## src/tzta_pkg.sv

```systemverilog
/*
 Package for the three-zone thermal alarm logic: power-up values,
 configuration field positions, filter depth encodings, zone indices.
 Assumes nothing of its surroundings.
*/
package tzta_pkg;
    // ------------------------------------------------------------
    // Configuration field positions
    // ------------------------------------------------------------
    localparam int CFG_SHUTDOWN_BIT_POS = 0;   // Shutdown bit
    localparam int CFG_MODE_POS = 1;   // Comparator (0) / interrupt (1)
    localparam int CFG_MASK_POS = 2;   // Alert mask
    localparam int CFG_FQ_LO = 3;      // Filter depth low bit
    localparam int CFG_FQ_HI = 4;      // Filter depth high bit
    localparam logic [4:0] CFG_RESET = 5'h00; // Control power-up value

    // ------------------------------------------------------------
    // Power-up limits, two's complement whole degrees
    // ------------------------------------------------------------
    localparam logic [7:0] LOCAL_HIGH_RST = 8'h51;  // +81 C
    localparam logic [7:0] LOCAL_LOW_RST = 8'h4C;   // +76 C
    localparam logic [7:0] REMOTE_HIGH_RST = 8'h61; // +97 C
    localparam logic [7:0] REMOTE_LOW_RST = 8'h5C;  // +92 C
    localparam logic [7:0] FULL_SCALE = 8'h7F;      // Faulted sense reading

    // ------------------------------------------------------------
    // Filter depth encodings and counts
    // ------------------------------------------------------------
    localparam logic [1:0] FQ_ONE = 2'h0;
    localparam logic [1:0] FQ_TWO = 2'h1;
    localparam logic [1:0] FQ_FOUR = 2'h2;
    localparam logic [1:0] FQ_SIX = 2'h3;
    localparam logic [2:0] DEPTH_ONE = 3'h1;
    localparam logic [2:0] DEPTH_TWO = 3'h2;
    localparam logic [2:0] DEPTH_FOUR = 3'h4;
    localparam logic [2:0] DEPTH_SIX = 3'h6;

    // ------------------------------------------------------------
    // Zones
    // ------------------------------------------------------------
    localparam int NZONE = 3;
    localparam int ZONE_LOCAL = 0;
    localparam int ZONE_R1 = 1;
    localparam int ZONE_R2 = 2;
endpackage

```

## src/tzta_limit_mem.sv

```systemverilog
/*
 Limit store: high and low limit per zone, written by the host and
 read back through a register. Assumes one synchronous clock/reset.
*/
`timescale 1ns/10ps
module tzta_limit_mem (
    input wire logic mclk,
    input wire logic rst,
    input wire logic wr_en,
    input wire logic [1:0] wr_zone,
    input wire logic wr_high,
    input wire logic [7:0] wr_data,
    input wire logic [1:0] rd_zone,
    input wire logic rd_high,
    output logic [7:0] rd_data_r,
    output logic [23:0] high_all,
    output logic [23:0] low_all
);
    // ------------------------------------------------------------
    // State
    // ------------------------------------------------------------
    typedef struct packed {
        logic [2:0][7:0] high; // Upper limits
        logic [2:0][7:0] low;  // Lower limits
        logic [7:0] rd;        // Registered read data
    } tzta_mem_t;
    tzta_mem_t st_r, st_nxt;

    // ------------------------------------------------------------
    // Next state
    // ------------------------------------------------------------
    always_comb begin
        st_nxt = st_r;
        if (wr_en && wr_zone < 2'h3) begin
            if (wr_high) begin
                st_nxt.high[wr_zone] = wr_data;
            end else begin
                st_nxt.low[wr_zone] = wr_data;
            end
        end
        // Out-of-range zone reads as zero
        if (rd_zone < 2'h3) begin
            st_nxt.rd = rd_high ? st_r.high[rd_zone] : st_r.low[rd_zone];
        end else begin
            st_nxt.rd = 8'h00;
        end
    end

    // ------------------------------------------------------------
    // Registers
    // ------------------------------------------------------------
    always_ff @(posedge mclk) begin
        if (rst) begin
            st_r.high <= {tzta_pkg::REMOTE_HIGH_RST, tzta_pkg::REMOTE_HIGH_RST, tzta_pkg::LOCAL_HIGH_RST};
            st_r.low <= {tzta_pkg::REMOTE_LOW_RST, tzta_pkg::REMOTE_LOW_RST, tzta_pkg::LOCAL_LOW_RST};
            st_r.rd <= 8'h00;
        end else begin
            st_r <= st_nxt;
        end
    end

    assign rd_data_r = st_r.rd;
    assign high_all = st_r.high;
    assign low_all = st_r.low;
endmodule

```

## src/tzta_alarm.sv

```systemverilog
/*
 Three-zone thermal alarm logic: per-zone limit compare, consecutive
 count filter, sticky flags, alert and overheat outputs.
 Assumes conversion results arrive with a one-cycle strobe and zone
 index, host accesses arrive as one-cycle strobes, all on mclk.
*/
// Operation
// - Power-up: running, comparator, depth one, unmasked
// - Power-up limits 81/76 local, 97/92 remote
// - Address select sampled once after reset
// - Comparator: alert on filtered over-limit
// - Comparator: release after filtered under-low
// - Comparator: shutdown keeps alert level
// - Interrupt: release on read or shutdown
// - Interrupt: re-arm needs opposite crossing
// - Armed for over-limit first
// - Shutdown stops conversions, registers stay accessible
// - Interrupt-mode shutdown clears alert and flags
// - No events while shut down
// - Depth field: 1, 2, 4, 6
// - Independent per-zone consecutive filters
// - Flags unmasked; alert needs mask zero
// - Control read, comparator release and interrupt-mode shutdown clear flags
// - Interrupt-mode flags sticky, repeats merge
// - Zone events map to flags 0..2
// - Sense fault sets flag, alert, overheat
// - Values are signed whole degrees
// - Mask one disables alert drive
`timescale 1ns/10ps
module tzta_alarm #(
    parameter int ZW = 8
) (
    input wire logic mclk,
    input wire logic rst,
    input wire logic addr_select_pin,
    input wire logic conv_valid,
    input wire logic [1:0] conv_zone,
    input wire logic [ZW-1:0] zone_temp_result,
    input wire logic remote_sense_one,
    input wire logic remote_sense_two,
    input wire logic cfg_wr,
    input wire logic [4:0] cfg_wdata,
    input wire logic lim_wr,
    input wire logic [1:0] lim_zone,
    input wire logic lim_high,
    input wire logic [7:0] lim_wdata,
    input wire logic [1:0] lim_rd_zone,
    input wire logic lim_rd_high,
    input wire logic reg_rd,
    input wire logic cfg_rd,
    output logic [7:0] lim_rdata,
    output logic [2:0] zone_flags,
    output logic [4:0] cfg_out,
    output logic [23:0] zone_temps,
    output logic alert_out,
    output logic alert_oe_n,
    output logic overheat_out,
    output logic overheat_oe_n,
    output logic remote_overheat_flag,
    output logic bus_addr_lsb,
    output logic converting
);
    // ------------------------------------------------------------
    // State
    // ------------------------------------------------------------
    typedef struct packed {
        logic shutdown_bit;               // Shutdown bit
        logic mode;               // 1 = interrupt mode
        logic mask;               // Alert mask bit
        logic [1:0] fq;           // Filter depth field
        logic [2:0] flag;         // Sticky zone flags
        logic [2:0] under_armed;  // 1 = waiting for under-low
        logic [2:0][2:0] cnt;     // Per-zone consecutive count
        logic [2:0][7:0] temp;    // Latest results
        logic alert;              // Alert asserted
        logic overheat_out_n;               // Overheat asserted
        logic addr_done;          // Address captured
        logic addr;               // Captured address bit
        logic alert_oe_n;         // Alert pin enable, low sinks
        logic overheat_out_n_oe_n;          // Overheat pin enable, low sinks
        logic run;                // Conversions running
    } tzta_st_t;
    tzta_st_t st_r, st_nxt;

    logic [23:0] high_all; // Upper limits from store
    logic [23:0] low_all;  // Lower limits from store
    logic [2:0] depth;     // Decoded depth count

    // ------------------------------------------------------------
    // Limit store
    // ------------------------------------------------------------
    tzta_limit_mem u_mem (
        .mclk(mclk),
        .rst(rst),
        .wr_en(lim_wr),
        .wr_zone(lim_zone),
        .wr_high(lim_high),
        .wr_data(lim_wdata),
        .rd_zone(lim_rd_zone),
        .rd_high(lim_rd_high),
        .rd_data_r(lim_rdata),
        .high_all(high_all),
        .low_all(low_all)
    );

    // ------------------------------------------------------------
    // Depth decode
    // ------------------------------------------------------------
    always_comb begin
        case (st_r.fq)
            tzta_pkg::FQ_ONE: depth = tzta_pkg::DEPTH_ONE;
            tzta_pkg::FQ_TWO: depth = tzta_pkg::DEPTH_TWO;
            tzta_pkg::FQ_FOUR: depth = tzta_pkg::DEPTH_FOUR;
            tzta_pkg::FQ_SIX: depth = tzta_pkg::DEPTH_SIX;
            default: depth = tzta_pkg::DEPTH_ONE;
        endcase
    end

    // ------------------------------------------------------------
    // Next state
    // ------------------------------------------------------------
    always_comb begin
        logic [7:0] t;       // Effective result
        logic [7:0] hi;      // Zone upper limit
        logic [7:0] lo;      // Zone lower limit
        logic cond;          // Pending condition met
        logic fault;         // Sense line fault
        logic qual;          // Qualified event
        logic z;             // Zone index valid
        logic entering;      // Shutdown rising
        int zi;
        t = 8'h00;
        hi = 8'h00;
        lo = 8'h00;
        cond = 1'b0;
        fault = 1'b0;
        qual = 1'b0;
        z = 1'b0;
        entering = 1'b0;
        zi = 0;
        st_nxt = st_r;

        if (!st_r.addr_done) begin
            st_nxt.addr = addr_select_pin;
            st_nxt.addr_done = 1'b1;
        end

        // control writes work in any state
        if (cfg_wr) begin
            st_nxt.shutdown_bit = cfg_wdata[tzta_pkg::CFG_SHUTDOWN_BIT_POS];
            st_nxt.mode = cfg_wdata[tzta_pkg::CFG_MODE_POS];
            st_nxt.mask = cfg_wdata[tzta_pkg::CFG_MASK_POS];
            st_nxt.fq = cfg_wdata[tzta_pkg::CFG_FQ_HI:tzta_pkg::CFG_FQ_LO];
            entering = cfg_wdata[tzta_pkg::CFG_SHUTDOWN_BIT_POS] && !st_r.shutdown_bit;
        end

        if (cfg_rd) begin
            st_nxt.flag = 3'h0;
        end
        // any read releases alert in interrupt mode
        if (reg_rd && st_r.mode) begin
            st_nxt.alert = 1'b0;
        end

        z = conv_valid && !st_r.shutdown_bit && conv_zone < 2'h3;
        if (z) begin
            zi = int'(conv_zone);
            hi = high_all[zi*8 +: 8];
            lo = low_all[zi*8 +: 8];
            fault = (zi == tzta_pkg::ZONE_R1 && remote_sense_one) ||
                    (zi == tzta_pkg::ZONE_R2 && remote_sense_two);
            t = fault ? tzta_pkg::FULL_SCALE : zone_temp_result[7:0];
            st_nxt.temp[zi] = t;
            cond = st_r.under_armed[zi] ? ($signed(t) < $signed(lo)) : ($signed(t) > $signed(hi));
            if (!cond) begin
                st_nxt.cnt[zi] = 3'h0;
            end else if (st_r.cnt[zi] + 3'h1 >= depth) begin
                qual = 1'b1;
                st_nxt.cnt[zi] = 3'h0;
            end else begin
                st_nxt.cnt[zi] = st_r.cnt[zi] + 3'h1;
            end
            if (qual) begin
                st_nxt.under_armed[zi] = !st_r.under_armed[zi];
                if (!st_r.mode) begin
                    st_nxt.flag[zi] = !st_r.under_armed[zi];
                    st_nxt.alert = 1'b0;
                end else begin
                    st_nxt.flag[zi] = 1'b1;
                    st_nxt.alert = 1'b1;
                end
                if (fault && !st_r.under_armed[zi]) begin
                    st_nxt.overheat_out_n = 1'b1;
                end else if (zi != tzta_pkg::ZONE_LOCAL) begin
                    st_nxt.overheat_out_n = 1'b0;
                end
            end
        end
        // Comparator alert is the OR of zone states
        if (!st_r.mode) begin
            st_nxt.alert = |st_nxt.flag;
        end

        if (entering && st_r.mode) begin
            st_nxt.alert = 1'b0;
            st_nxt.flag = 3'h0;
            st_nxt.overheat_out_n = 1'b0;
            st_nxt.under_armed = 3'h0;
        end

        st_nxt.alert_oe_n = !(st_nxt.alert && !st_nxt.mask);
        st_nxt.overheat_out_n_oe_n = !st_nxt.overheat_out_n;
        st_nxt.run = !st_nxt.shutdown_bit;
    end

    // ------------------------------------------------------------
    // Registers
    // ------------------------------------------------------------
    always_ff @(posedge mclk) begin
        if (rst) begin
            st_r.shutdown_bit <= tzta_pkg::CFG_RESET[tzta_pkg::CFG_SHUTDOWN_BIT_POS];
            st_r.mode <= tzta_pkg::CFG_RESET[tzta_pkg::CFG_MODE_POS];
            st_r.mask <= tzta_pkg::CFG_RESET[tzta_pkg::CFG_MASK_POS];
            st_r.fq <= tzta_pkg::CFG_RESET[tzta_pkg::CFG_FQ_HI:tzta_pkg::CFG_FQ_LO];
            st_r.flag <= 3'h0;
            st_r.under_armed <= 3'h0;
            st_r.cnt <= '0;
            st_r.temp <= '0;
            st_r.alert <= 1'b0;
            st_r.overheat_out_n <= 1'b0;
            st_r.addr_done <= 1'b0;
            st_r.addr <= 1'b0;
            st_r.alert_oe_n <= 1'b1;
            st_r.overheat_out_n_oe_n <= 1'b1;
            st_r.run <= !tzta_pkg::CFG_RESET[tzta_pkg::CFG_SHUTDOWN_BIT_POS];
        end else begin
            st_r <= st_nxt;
        end
    end

    // ------------------------------------------------------------
    // Outputs; alert pin sinks only when alert and unmasked, overheat pin on overheat
    // ------------------------------------------------------------
    // Open-drain data is always low, the enable carries the level
    assign alert_out = 1'b0;
    assign alert_oe_n = st_r.alert_oe_n;
    assign overheat_out = 1'b0;
    assign overheat_oe_n = st_r.overheat_out_n_oe_n;
    assign zone_flags = st_r.flag;
    assign cfg_out = {st_r.fq, st_r.mask, st_r.mode, st_r.shutdown_bit};
    assign zone_temps = st_r.temp;
    assign remote_overheat_flag = st_r.overheat_out_n;
    assign bus_addr_lsb = st_r.addr;
    assign converting = st_r.run;
endmodule

```

## config.mk

```make
export PLATFORM = sky130hd
export DESIGN_NAME = tzta_alarm
export DESIGN_NICKNAME = d
export VERILOG_FILES = /design/src/tzta_pkg.sv /design/src/tzta_limit_mem.sv /design/src/tzta_alarm.sv
export SDC_FILE = /design/constraint.sdc
export NUM_CORES = 1
export LEC_CHECK = 0
export ABC_AREA = 1
export BUFFER_PORTS_ARGS = -buffer_cell sky130_fd_sc_hd__buf_2
export CAP_MARGIN = 20
export CORE_MARGIN = 4
export CORE_UTILIZATION = 45
export DETAILED_ROUTE_END_ITERATION = 10
export HOLD_SLACK_MARGIN = 0.02
export PLACE_DENSITY = 0.71
export SYNTH_ARGS = -nofsm -noshare
export SYNTH_HDL_FRONTEND = slang
export SYNTH_SLANG_ARGS = --single-unit
```

## constraint.sdc

```tcl
create_clock -name mclk -period 8.28 [get_ports mclk]
set_input_delay 0.828 -clock mclk [delete_from_list [all_inputs] [get_ports mclk]]
set_output_delay 0.828 -clock mclk [all_outputs]
set_load 0.01 [all_outputs]
```

# Word level (Yosys, flattened, before mapping)
# Index checks and enable logic that the tools add are counted.
[classes] add_sub_neg=1 multipliers=0 div=0 n_lt_le_gt_ge=11 eq_ne=5 shift=2 mux=44 bitwise_logic=5 reduce_logical=27
[op_table] operator="bitwise mux 24 bit" count=3
[op_table] operator="2-to-1 mux 8 bit" count=6
[op_table] operator="indexed part select 24 x 6 -> 8 bit" count=2
[op_table] operator="2-to-1 mux 41 bit" count=1
[op_table] operator="binary-select mux 8 bit (select 2 bit)" count=2
[op_table] operator="demux 8 bit (select 2 bit)" count=2
[op_table] operator="2-to-1 mux 9 bit" count=2
[op_table] operator="logical AND 1 bit" count=12
[op_table] operator="2-to-1 mux 1 bit" count=12
[op_table] operator="2-to-1 mux 3 bit" count=4
[op_table] operator="case mux 3 bit (4 select lines)" count=1
[op_table] operator="AND 9 bit" count=1
[op_table] operator="bitwise mux 9 bit" count=1
[op_table] operator="less-than comparator 2 x 3 -> 1 bit, second input constant" count=3
[op_table] operator="inverter 9 bit" count=1
[op_table] operator="== test 2 bit, second input constant" count=4
[op_table] operator="greater-than comparator 8 bit" count=1
[op_table] operator="less-than comparator 8 bit" count=1
[op_table] operator="binary-select mux 3 bit (select 2 bit)" count=1
[op_table] operator="bitwise mux 3 bit" count=2
[op_table] operator="demux 3 bit (select 2 bit)" count=1
[op_table] operator="zero test 1 bit" count=6
[op_table] operator="less-than comparator 2 bit, second input constant" count=3
[op_table] operator="2-to-1 mux 6 bit" count=1
[op_table] operator="16 further kinds" count=22
[word_totals] reg_bits=107 latchBits=0 mem_bits_rw=0 romBits=0 input_bits=39 out_inout_bits=47 wordCells=121 memories=0

# Depth between registers and ports, before layout
# Gate-level depths: netlist of the first run.
[logic_depth] word_depth=15 mapped_depth=24 depth_no_buf=23

# Modules after synthesis
# From an unflattened synthesis of the first run, not the netlist that was laid out.
[hier_totals] hier_cells=896 hier_area_um2=5957.0
[modules_own_cells] module="tzta_alarm" instances=1 cells_each=502 area_per_inst_um2=3424.5 seq_area_each_um2=1021.0
[modules_own_cells] module="tzta_limit_mem" instances=1 cells_each=394 area_per_inst_um2=2532.4 seq_area_each_um2=1121.1

# Worst setup path after synthesis of the first run
# No wires, ideal clock.
[synth_timing] kind="input -> register" from="in conv_zone[1]" to="reg st_r[37] (netlist bit)" setup_time_ns=0.064 arrival_ns=3.492 required_time_ns=8.216 path_slack_ns=4.724 stages=20 path_buffers=2 cell_sequence="buf_4 -> inv_4 -> nor2_2 -> inv_1 -> o22ai_1 -> a21oi_1 -> inv_1 -> ha_1 -> xor2_1 -> ha_1 -> nand2_1 -> nor2_1 -> a211oi_1 -> nand2_1 -> clkbuf_1 -> o31ai_1 -> nand2_1 -> o31ai_1 -> nor2_1 -> nor2_1"
[synth_via] elab_chain_cells=8 word_cells_on_any_way=29 cone_classes="add/sub (1); order compare (6); eq/ne (2); shift (2); mux (11); bitwise (2); reduce/logical (5)"
[synth_lines] element="start, declared" line="tzta_alarm.sv:37" rtl="input wire logic [1:0] conv_zone,"
[synth_lines] element="branches (longest 8 deep; another with greater-than comparator 8 bit)"
[synth_lines] element="end signal, assigned" line="tzta_alarm.sv:237" rtl="st_r <= st_nxt;"
[synth_lines] element="end, declared" line="tzta_alarm.sv:83" rtl="tzta_st_t st_r, st_nxt;"
# Several ways; the timed one is not identified. The select of a mux whose other input is x is not followed.
# A chain may end at the register's enable or synchronous reset.

# Worst setup path after layout of the first run
[layout_timing] from="in conv_zone[0]" to="reg st_r[35] (netlist bit)"
# The elaborated chain is that of the path after synthesis.

==> results.json, run 1 <==
{
  "routed_wl_um": 15500,
  "overflow": 0,
  "finalSetupViolations": 0,
  "critical_path.most_common_cell": "nand2_1",
  "cts.path.max_buffers": 2,
  "rows": 40,
  "n_antenna_cell": 0,
  "htreeDepth": 3,
  "max_cap_violations": 0,
  "grt_pass1_wl_um": 24900,
  "syn_area_um2": 5600,
  "synthFlopType": "dfxtp_1",
  "drive_above_1_share_pct": 15.7,
  "dieArea_um2": 14300,
  "yosysSeqAreaShare_pct": 38.2,
  "synth_top_area_cell": "dfxtp_1",
  "yosysMostFrequentCell": "nand2_1",
  "crit_cells": 21,
  "place_congestion": 0.890,
  "worstPathArrival_ps": 4470,
  "leakage_nw": 2.87,
  "hp-start": "st_r[4]",
  "wl_per_cell_um": 15.4,
  "cpMaxStageDelayCell": "nand2_1",
  "antenna_found_initial": 0,
  "synth_area_leaders": "dfxtp_1, nand2_1, a21oi_1",
  "post-place-ws_ps": 3830,
  "avgViaCountPerCell": 5.31,
  "vias": 5357,
  "synth_top_area_share_pct": 38.2,
  "max_freq_ghz": 0.239,
  "grt_start_max_net_pins": 77,
  "route.detailed.drc": 0,
  "p_total_mw": 1.23,
  "rsz0062_at_grt": "no",
  "min_period_ps": 4180,
  "maxSlewViolCount": 0,
  "final_hold_viol_count": 0,
  "fp.dieW_um": 120,
  "synth_edf_count": 0,
  "r2r-start": "st_r[37]",
  "dp_hpwl_um": 11200,
  "synth-simple-area-share_pct": 24.7,
  "cp.required_ps": 8580,
  "crit_buf_inv": 6,
  "hold_path_depth": 1,
  "synthAdderAreaFrac_pct": 3.35,
  "grt_pass1_vias": 4867,
  "cts_tree": "yes",
  "end_kind": "flip-flop",
  "post-cts-setup-buffers": 0,
  "reg2reg_to": "st_r[35]",
  "ant_nets": 0,
  "hp-class": "reg2reg",
  "final.setup_skew_ps": 9.14,
  "cts_hold_buffers": 0,
  "path_class": "in2reg",
  "ff2ff_path_depth": 18,
  "track_usage_pct": 21.9,
  "die-height_um": 120,
  "synth_seq_cells": 107,
  "numCtsBuffers": 9,
  "crit_path_start": "conv_zone[0]",
  "crit_chain": "buf_2, inv_2, nor2_4, inv_2, o22ai_1, a21oi_1, inv_1, ha_1, xor2_1, ha_1, nand2_1, nor2_1, a211oi_1, nand2_1, inv_1, nand2_1, nand2_2, nand2_2, inv_2, nand2_1, a21oi_1",
  "crit_end": "st_r[35]",
  "synth-compound-area-share_pct": 20.7,
  "synth-xor-area-share_pct": 0.156,
  "outcome": "finished, final reports clean",
  "synth_top_family_by_area": "simple AND/OR/NAND/NOR gates",
  "dr.pass1.iters": 6,
  "cellPowerDensity_nw_per_um2": 199,
  "cts.sinks": 107,
  "synthCells": 799,
  "crit_family": "simple AND/OR/NAND/NOR gates",
  "drt_iter0_drc": 440,
  "clk-insertion-delay-late_ps": 370,
  "root_buffer": "clkbuf_16",
  "tightest_slew_ps": 1000,
  "nets": 891,
  "cp_max_fo": 19,
  "yosysUniqueCellTypes": 38,
  "vdd_drop_max_mv": 0.131,
  "worst_setup_path_start_kind": "input port",
  "portBuffers": 83,
  "synth_commonest_cells": "nand2_1, dfxtp_1, nor2_1, a21oi_1, inv_1",
  "core_region_area_um2": 12100,
  "start_util_pct": 46.3,
  "async_flop_share_pct": 0,
  "maxSlewHeadroom_pct": 33.0,
  "ctsResizeCount": 0,
  "area_growth_pct": 10.3,
  "clkTransAtPathRegs_ps": 70,
  "fin_tns_setup_ps": 0,
  "synthMuxAreaShare_pct": 0.179,
  "setup_ws_ps": 4100,
  "reg2reg_slack_ps": 5010,
  "fin_crit_sh_pct": 50.4,
  "yosys_warnings": 0,
  "ioPinCount": 86,
  "avgSynthCellArea_um2": 7.01,
  "crit_path_max_incr_delay_ps": 390
}
[how the worst min path moves through the flow]
stage,to
2_1_floorplan,bus_addr_lsb
3_3_place_gp,bus_addr_lsb
3_5_place_dp,bus_addr_lsb
4_1_cts,bus_addr_lsb
5_1_grt,bus_addr_lsb
6_report,bus_addr_lsb
[metrics by stage]
stage / hold slack [ps] / cells / instance area [um^2] / utilization (%)
2_1_floorplan: 405 / 800 / 5610 / -
3_3_place_gp: 414 / 992 / 5870 / 48.5
3_5_place_dp: 430 / 992 / 5870 / 48.5
4_1_cts: 441 / 1007 / 6160 / 50.9
5_1_grt: 453 / 1009 / 6180 / 51.0
6_report: 434 / 1009 / 6180 / 51.0
[cell type report]
type                            count  area (um^2)
Timing Repair Buffer               89          460
Inverter                           85          322
Multi-Input combinational cell    545         2760
Clock buffer                       10          229
Clock inverter                      5         60.1
Tap cell                          168          210
Fill cell                        1233         5930
Sequential cell                   107         2140
[placed cells by master (no fill, tap or decap), types with 6 or more instances in the layout]
master / n
a21oi_1: 79
a22oi_1: 6
buf_2: 83
buf_4: 6
clkbuf_16: 9
dfxtp_1: 107
ha_1: 15
inv_1: 70
inv_2: 9
nand2_1: 159
nand2_2: 6
nand3_1: 44
nand4_1: 6
nor2_1: 82
nor3_1: 7
o21ai_0: 65
o21ai_1: 15
o221ai_1: 10
o22ai_1: 13
[flip-flops by register name, indices dropped and copies added (netlist names)]
| name | cells |
|---|---|
| u_mem.rd_data_r | 8 |
| st_r | 14 |
| u_mem.low_all | 24 |
| remote_overheat_flag | 1 |
| converting | 1 |
| bus_addr_lsb | 1 |
| cfg_out | 5 |
| overheat_oe_n | 1 |
| zone_flags | 3 |
| u_mem.high_all | 24 |
| zone_temps | 24 |
| alert_oe_n | 1 |
[logic make-up (layout without fill, tap and decap cells)]
kind of cell / Yosys count / count (layout)
muxes: 1 / 1
AOI/OAI and AO/OA: 205 / 205
other: 1 / 2
xor gates and xnor gates: 1 / 1
adders and majority gates: 15 / 15
DFF: 107 / 107
and+or+nand+nor: 321 / 321
buffers and inverters: 148 / 189
[routing by layer]
metal	part of all wire, %	wire length, um	GRT usage, %	vias up
met5	0	0	0	-
met4	1.8	278	6.87	0
met3	7.1	1110	5.89	26
met2	46	7150	34.7	187
met1	45	7010	29.0	2438
li1	-	-	-	2706
[report_power, final]
part	leakage [nW]	switching, mW	internal [mW]
Clock	0.139	0.198	0.235
Sequential	0.874	0.0166	0.541
Combinational	1.86	0.160	0.0783
Total	2.87	0.375	0.853
Power figures use the tool's default switching activity.
==> inputs of run 2 (changes only) <==
--- a/config.mk
+++ b/config.mk
@@ -5,14 +5,14 @@
 export SDC_FILE = /design/constraint.sdc
 export NUM_CORES = 1
 export LEC_CHECK = 0
-export ABC_AREA = 1
+export ABC_AREA = 0
 export BUFFER_PORTS_ARGS = -buffer_cell sky130_fd_sc_hd__buf_2
 export CAP_MARGIN = 20
 export CORE_MARGIN = 4
 export CORE_UTILIZATION = 45
 export DETAILED_ROUTE_END_ITERATION = 10
 export HOLD_SLACK_MARGIN = 0.02
-export PLACE_DENSITY = 0.71
+export PLACE_DENSITY = 0.73
 export SYNTH_ARGS = -nofsm -noshare
 export SYNTH_HDL_FRONTEND = slang
 export SYNTH_SLANG_ARGS = --single-unit
==> constraint.sdc (replaced) <==
create_clock -name mclk -period 3.45 [get_ports mclk]
set_input_delay 0.345 -clock mclk [delete_from_list [all_inputs] [get_ports mclk]]
set_output_delay 0.345 -clock mclk [all_outputs]
set_load 0.01 [all_outputs]
==> results.json, run 2 <==
{
  "finalSetupViolations": 0,
  "route.detailed.drc": 0,
  "core_region_area_um2": 12000,
  "drt_iter0_drc": 427,
  "pwr-share-comb_pct": 15.2,
  "cts_tree": "yes",
  "synthCells": 670,
  "wl_per_cell_um": 16.7,
  "fin_tns_setup_ps": 0,
  "cpMaxStageDelayCell": "a2111o_1",
  "grt_pass1_wl_um": 23800,
  "max_cap_violations": 0,
  "area_growth_pct": 12.0,
  "min_period_ps": 3120,
  "cts.sinks": 107,
  "worstPathArrival_ps": 3340,
  "n_antenna_cell": 0,
  "fin_crit_sh_pct": 90.4,
  "crit_chain": "buf_2, nor2b_2, nand2_1, nand2_1, nor2_1, inv_1, ha_1, a21o_1, a2111o_1, a311oi_1, o31ai_1, a31oi_1, o2bb2ai_1, a2111oi_4, a21oi_1",
  "htreeDepth": 3,
  "maxSlewHeadroom_pct": 29.3,
  "path_class": "in2reg",
  "fin_area_um2": 6150,
  "async_flop_share_pct": 0,
  "power.switching_mw": 0.718,
  "synthFlopType": "dfxtp_1",
  "ctsResizeCount": 0,
  "fillCellCount": 1121,
  "crit_path_max_incr_delay_ps": 420,
  "synth_top_area_cell": "dfxtp_1",
  "sw_frac_of_total_pct": 25.8,
  "max_freq_ghz": 0.321,
  "place_congestion": 0.910,
  "p_int_mw": 2.06,
  "synth_seq_cells": 107,
  "routed_wl_um": 14500,
  "ioPinCount": 86,
  "yosysSeqAreaShare_pct": 39.0,
  "cp.required_ps": 3670,
  "synth_top_area_share_pct": 39.0,
  "dp_hpwl_um": 10400,
  "pwr-share-seq_pct": 47.1,
  "rsz0062_at_grt": "no",
  "clkPwrFrac_pct": 37.7,
  "yosysMostFrequentCell": "dfxtp_1",
  "final_util_pct": 51.5,
  "track_usage_pct": 20.7,
  "dr.pass1.iters": 5,
  "rows": 40,
  "overflow": 0,
  "cts.path.max_buffers": 2,
  "post-cts-setup-buffers": 0,
  "maxSlewViolCount": 0,
  "synth_edf_count": 0,
  "cp_max_fo": 5,
  "crit_family": "compound AO/OA/AOI/OAI gates",
  "avgSynthCellArea_um2": 8.20,
  "critical_path.most_common_cell": "nand2_1",
  "tightest_slew_ps": 1060,
  "crit_buf_inv": 2,
  "drive_above_1_share_pct": 18.3,
  "root_buffer": "clkbuf_16",
  "antenna_found_initial": 0,
  "worst_setup_path_start_kind": "input port",
  "grt_start_max_net_pins": 67,
  "avgViaCountPerCell": 5.66,
  "die-height_um": 119,
  "synth_commonest_cells": "dfxtp_1, nand2_1, nor2_1, a21oi_1, mux2i_1",
  "dieArea_um2": 14000,
  "hold_slack_ps": 222,
  "grt_pass1_vias": 4857,
  "final_cell_mix": "dfxtp_1, nand2_1, nor2_1",
  "vdd_drop_max_mv": 0.256,
  "leakage_nw": 2.62,
  "syn_area_um2": 5500,
  "vias": 4904,
  "portBuffers": 83,
  "clkTransAtPathRegs_ps": 70,
  "numCtsBuffers": 9,
  "dpl_cell_area_um2": 5850,
  "hp-class": "in2reg",
  "ant_nets": 0,
  "yosys_warnings": 0,
  "outcome": "finished, final reports clean",
  "fp.dieW_um": 119,
  "cellPowerDensity_nw_per_um2": 452,
  "nets": 771,
  "setup_ws_ps": 331,
  "post-place-ws_ps": 28.0,
  "final.setup_skew_ps": 7.10,
  "start_util_pct": 46.0,
  "clk-insertion-delay-late_ps": 350,
  "final_hold_viol_count": 0,
  "yosysUniqueCellTypes": 57,
  "synth_area_leaders": "dfxtp_1, mux2i_1, nand2_1",
  "layout_commonest_cell": "dfxtp_1",
  "cts_hold_buffers": 0,
  "end_kind": "flip-flop"
}
[run 2: changes by cell type after synthesis, sizes merged, moves of 17 or more]
cell / previous run / this run
nand2: 166 / 99
a21oi: 80 / 50
nand3: 48 / 18
inv: 80 / 14
a211oi: 5 / 29
o21ai: 80 / 21
mux2i: 1 / 44
nand2b: 0 / 17
[run 2: cell type report]
type                            instances  area (um^2)  area share, %
Inverter                               14         52.6          0.854
Clock buffer                           12          267           4.33
Timing Repair Buffer                  101          551           8.94
Clock inverter                          2         35.0          0.569
Sequential cell                       107         2140           34.8
Tap cell                              147          184           2.99
Multi-Input combinational cell        484         2920           47.5
[run 2: kinds of logic (layout without fill, tap and decap cells)]
group                    after synthesis  after routing  share of synthesized area, %
AND/OR/NAND/NOR                      274            274                          22.8
XOR/XNOR                               4              4                         0.637
multiplexers                          44             44                          8.01
flip-flops                           107            107                          39.0
buffers and inverters                 80            129                          7.99
AO/OA/AOI/OAI                        143            143                          17.7
other                                  1              2                        0.0682
adder cells (fa/ha/maj)               17             17                          3.80
[run 2: stage by stage]
step | instances | power, mW
floorplan | 671 | 1.63
global placement | 853 | 1.74
detailed placement | 853 | 1.76
CTS | 867 | 2.80
global route | 867 | 2.90
finish | 867 | 2.78
[run 2: tightest hold or removal path, stage by stage]
cell and delay (ps):
buf_2 70, mux2i_1 50, nor2_1 70
[run 2: power groups by stage]
stage	Combinational, mW	Clock [mW]	Sequential [mW]
after global placement	0.406	0	1.34
after detailed placement	0.418	0	1.34
final	0.424	1.05	1.31
after CTS	0.422	1.07	1.31
after floorplan	0.294	0	1.34
after global routing	0.470	1.11	1.32
[run 2: path summary, 6_finish.rpt]
| check | from | end | slack (ps) | cells past startpoint |
|---|---|---|---|---|
| setup / recovery | conv_zone[1] | st_r[6] | 330 | 15 |
| hold / removal | addr_select_pin | bus_addr_lsb | 220 | 3 |
| setup reg to reg | u_mem.high_all[13] | st_r[6] | 400 | 12 |
| hold reg to reg | zone_temps[15] | zone_temps[15] | 450 | 2 |
[run 2: per-layer routing]
layer	share of wire, %	wire (um)	track usage, %	vias to the layer above
met2	47	6860	33.7	202
met4	2.7	393	8.62	0
met1	44	6340	26.4	2281
li1	-	-	-	2391
met5	0	0	0	-
met3	6.3	916	4.83	30
==> inputs of run 3 (changes only) <==
--- a/config.mk
+++ b/config.mk
@@ -9,10 +9,10 @@
 export BUFFER_PORTS_ARGS = -buffer_cell sky130_fd_sc_hd__buf_2
 export CAP_MARGIN = 20
 export CORE_MARGIN = 4
-export CORE_UTILIZATION = 45
+export CORE_UTILIZATION = 50
 export DETAILED_ROUTE_END_ITERATION = 10
 export HOLD_SLACK_MARGIN = 0.02
-export PLACE_DENSITY = 0.73
+export PLACE_DENSITY = 0.8
 export SYNTH_ARGS = -nofsm -noshare
 export SYNTH_HDL_FRONTEND = slang
 export SYNTH_SLANG_ARGS = --single-unit
==> results.json, run 3 (same netlist as run 2, synthesis figures left out) <==
{
  "outcome": "finished, final reports clean",
  "tightest_slew_ps": 1070,
  "dieArea_um2": 12700,
  "grt_pass1_vias": 4799,
  "cp.required_ps": 3700,
  "ctsResizeCount": 0,
  "drt_iter0_drc": 586,
  "worstPathArrival_ps": 3310,
  "cts.path.max_buffers": 2,
  "crit_chain": "buf_2, nor2b_2, buf_4, a21oi_1, ha_1, a21o_1, a2111o_1, a311oi_1, o31ai_1, and4_4, o21ai_1, a2bb2oi_1, nor2_1",
  "root_buffer": "clkbuf_8",
  "leakage_nw": 2.58,
  "grt_start_max_net_pins": 60,
  "cts_hold_buffers": 0,
  "path_class": "in2reg",
  "post-cts-setup-buffers": 0,
  "dr.pass1.iters": 6,
  "drive_above_1_share_pct": 18.2,
  "cp_max_fo": 20,
  "fin_tns_setup_ps": 0,
  "nets": 771,
  "die-height_um": 113,
  "max_cap_violations": 0,
  "vdd_drop_max_mv": 0.314,
  "vias": 5018,
  "rsz0062_at_grt": "no",
  "avgViaCountPerCell": 5.84,
  "final_cell_mix": "dfxtp_1, nand2_1, nor2_1",
  "fin_crit_sh_pct": 88.7,
  "ant_nets": 0,
  "maxSlewHeadroom_pct": 28.5,
  "setup_ws_ps": 390,
  "hp-class": "in2reg",
  "routed_wl_um": 14600,
  "area_growth_pct": 10.0,
  "core_region_area_um2": 10800,
  "rows": 38,
  "dp_hpwl_um": 10500,
  "clk-insertion-delay-late_ps": 380,
  "final_hold_viol_count": 0,
  "htreeDepth": 3,
  "clkTransAtPathRegs_ps": 100,
  "overflow": 0,
  "numCtsBuffers": 9,
  "maxSlewViolCount": 0,
  "worst_setup_path_start_kind": "input port",
  "cellPowerDensity_nw_per_um2": 424,
  "cts_tree": "yes",
  "cts.sinks": 107,
  "place_congestion": 0.895,
  "start_util_pct": 50.9,
  "grt_pass1_wl_um": 23400,
  "p_total_mw": 2.56,
  "track_usage_pct": 22.5,
  "portBuffers": 83,
  "post-place-ws_ps": 115,
  "ioPinCount": 86,
  "fp.dieW_um": 113,
  "route.detailed.drc": 0,
  "crit_path_max_incr_delay_ps": 420,
  "final.setup_skew_ps": 8.12,
  "cpMaxStageDelayCell": "a2111o_1",
  "antenna_found_initial": 0,
  "min_period_ps": 3060,
  "wl_per_cell_um": 17.0,
  "n_antenna_cell": 0,
  "layout_commonest_cell": "dfxtp_1",
  "end_kind": "flip-flop",
  "max_freq_ghz": 0.327,
  "final_util_pct": 56.0,
  "finalSetupViolations": 0
}
-- run 3: per-layer routing --
layer / track usage (%) / wire, um
met4: 8.49 / 460
met5: 0 / 0
met3: 4.65 / 1120
met2: 37.4 / 6830
met1: 28.9 / 6230
-- run 3: power breakdown --
| part | total (mW) | internal, mW | leakage, nW | switching, mW |
|---|---|---|---|---|
| clock | 0.828 | 0.416 | 0.104 | 0.412 |
| combinational | 0.428 | 0.170 | 1.60 | 0.258 |
| sequential | 1.31 | 1.28 | 0.872 | 0.0283 |
-- run 3: stage by stage --
stage	cell area (um^2)	instances	hold slack, ps
floorplan	5500	671	437
global placement	5840	846	440
detailed placement	5840	846	450
CTS	6050	859	183
global route	6050	859	230
finish	6050	859	189
-- run 3: worst paths after layout --
| path | start | end | slack (ps) | depth (start not counted) |
|---|---|---|---|---|
| setup reg to reg | u_mem.high_all[5] | st_r[38] | 390 | 12 |
| hold / removal | addr_select_pin | bus_addr_lsb | 190 | 3 |
| setup / recovery | conv_zone[0] | st_r[38] | 390 | 13 |
| hold reg to reg | zone_temps[15] | zone_temps[15] | 470 | 2 |
-- run 3: area by class of cell --
type                            count  area (um^2)
Timing Repair Buffer              101          551
Multi-Input combinational cell    484         2920
Sequential cell                   107         2140
Tap cell                          140          175
Clock buffer                       10          138
Inverter                           14         52.6
Clock inverter                      3         65.1
Fill cell                         998         4750
-- run 3: worst max-delay path, delay by kind of cell --
kind            cells  cell delay, ps
fa+ha+maj           1             300
buf+inv             2             420
compound gates      7            1830
simple gates        3             410
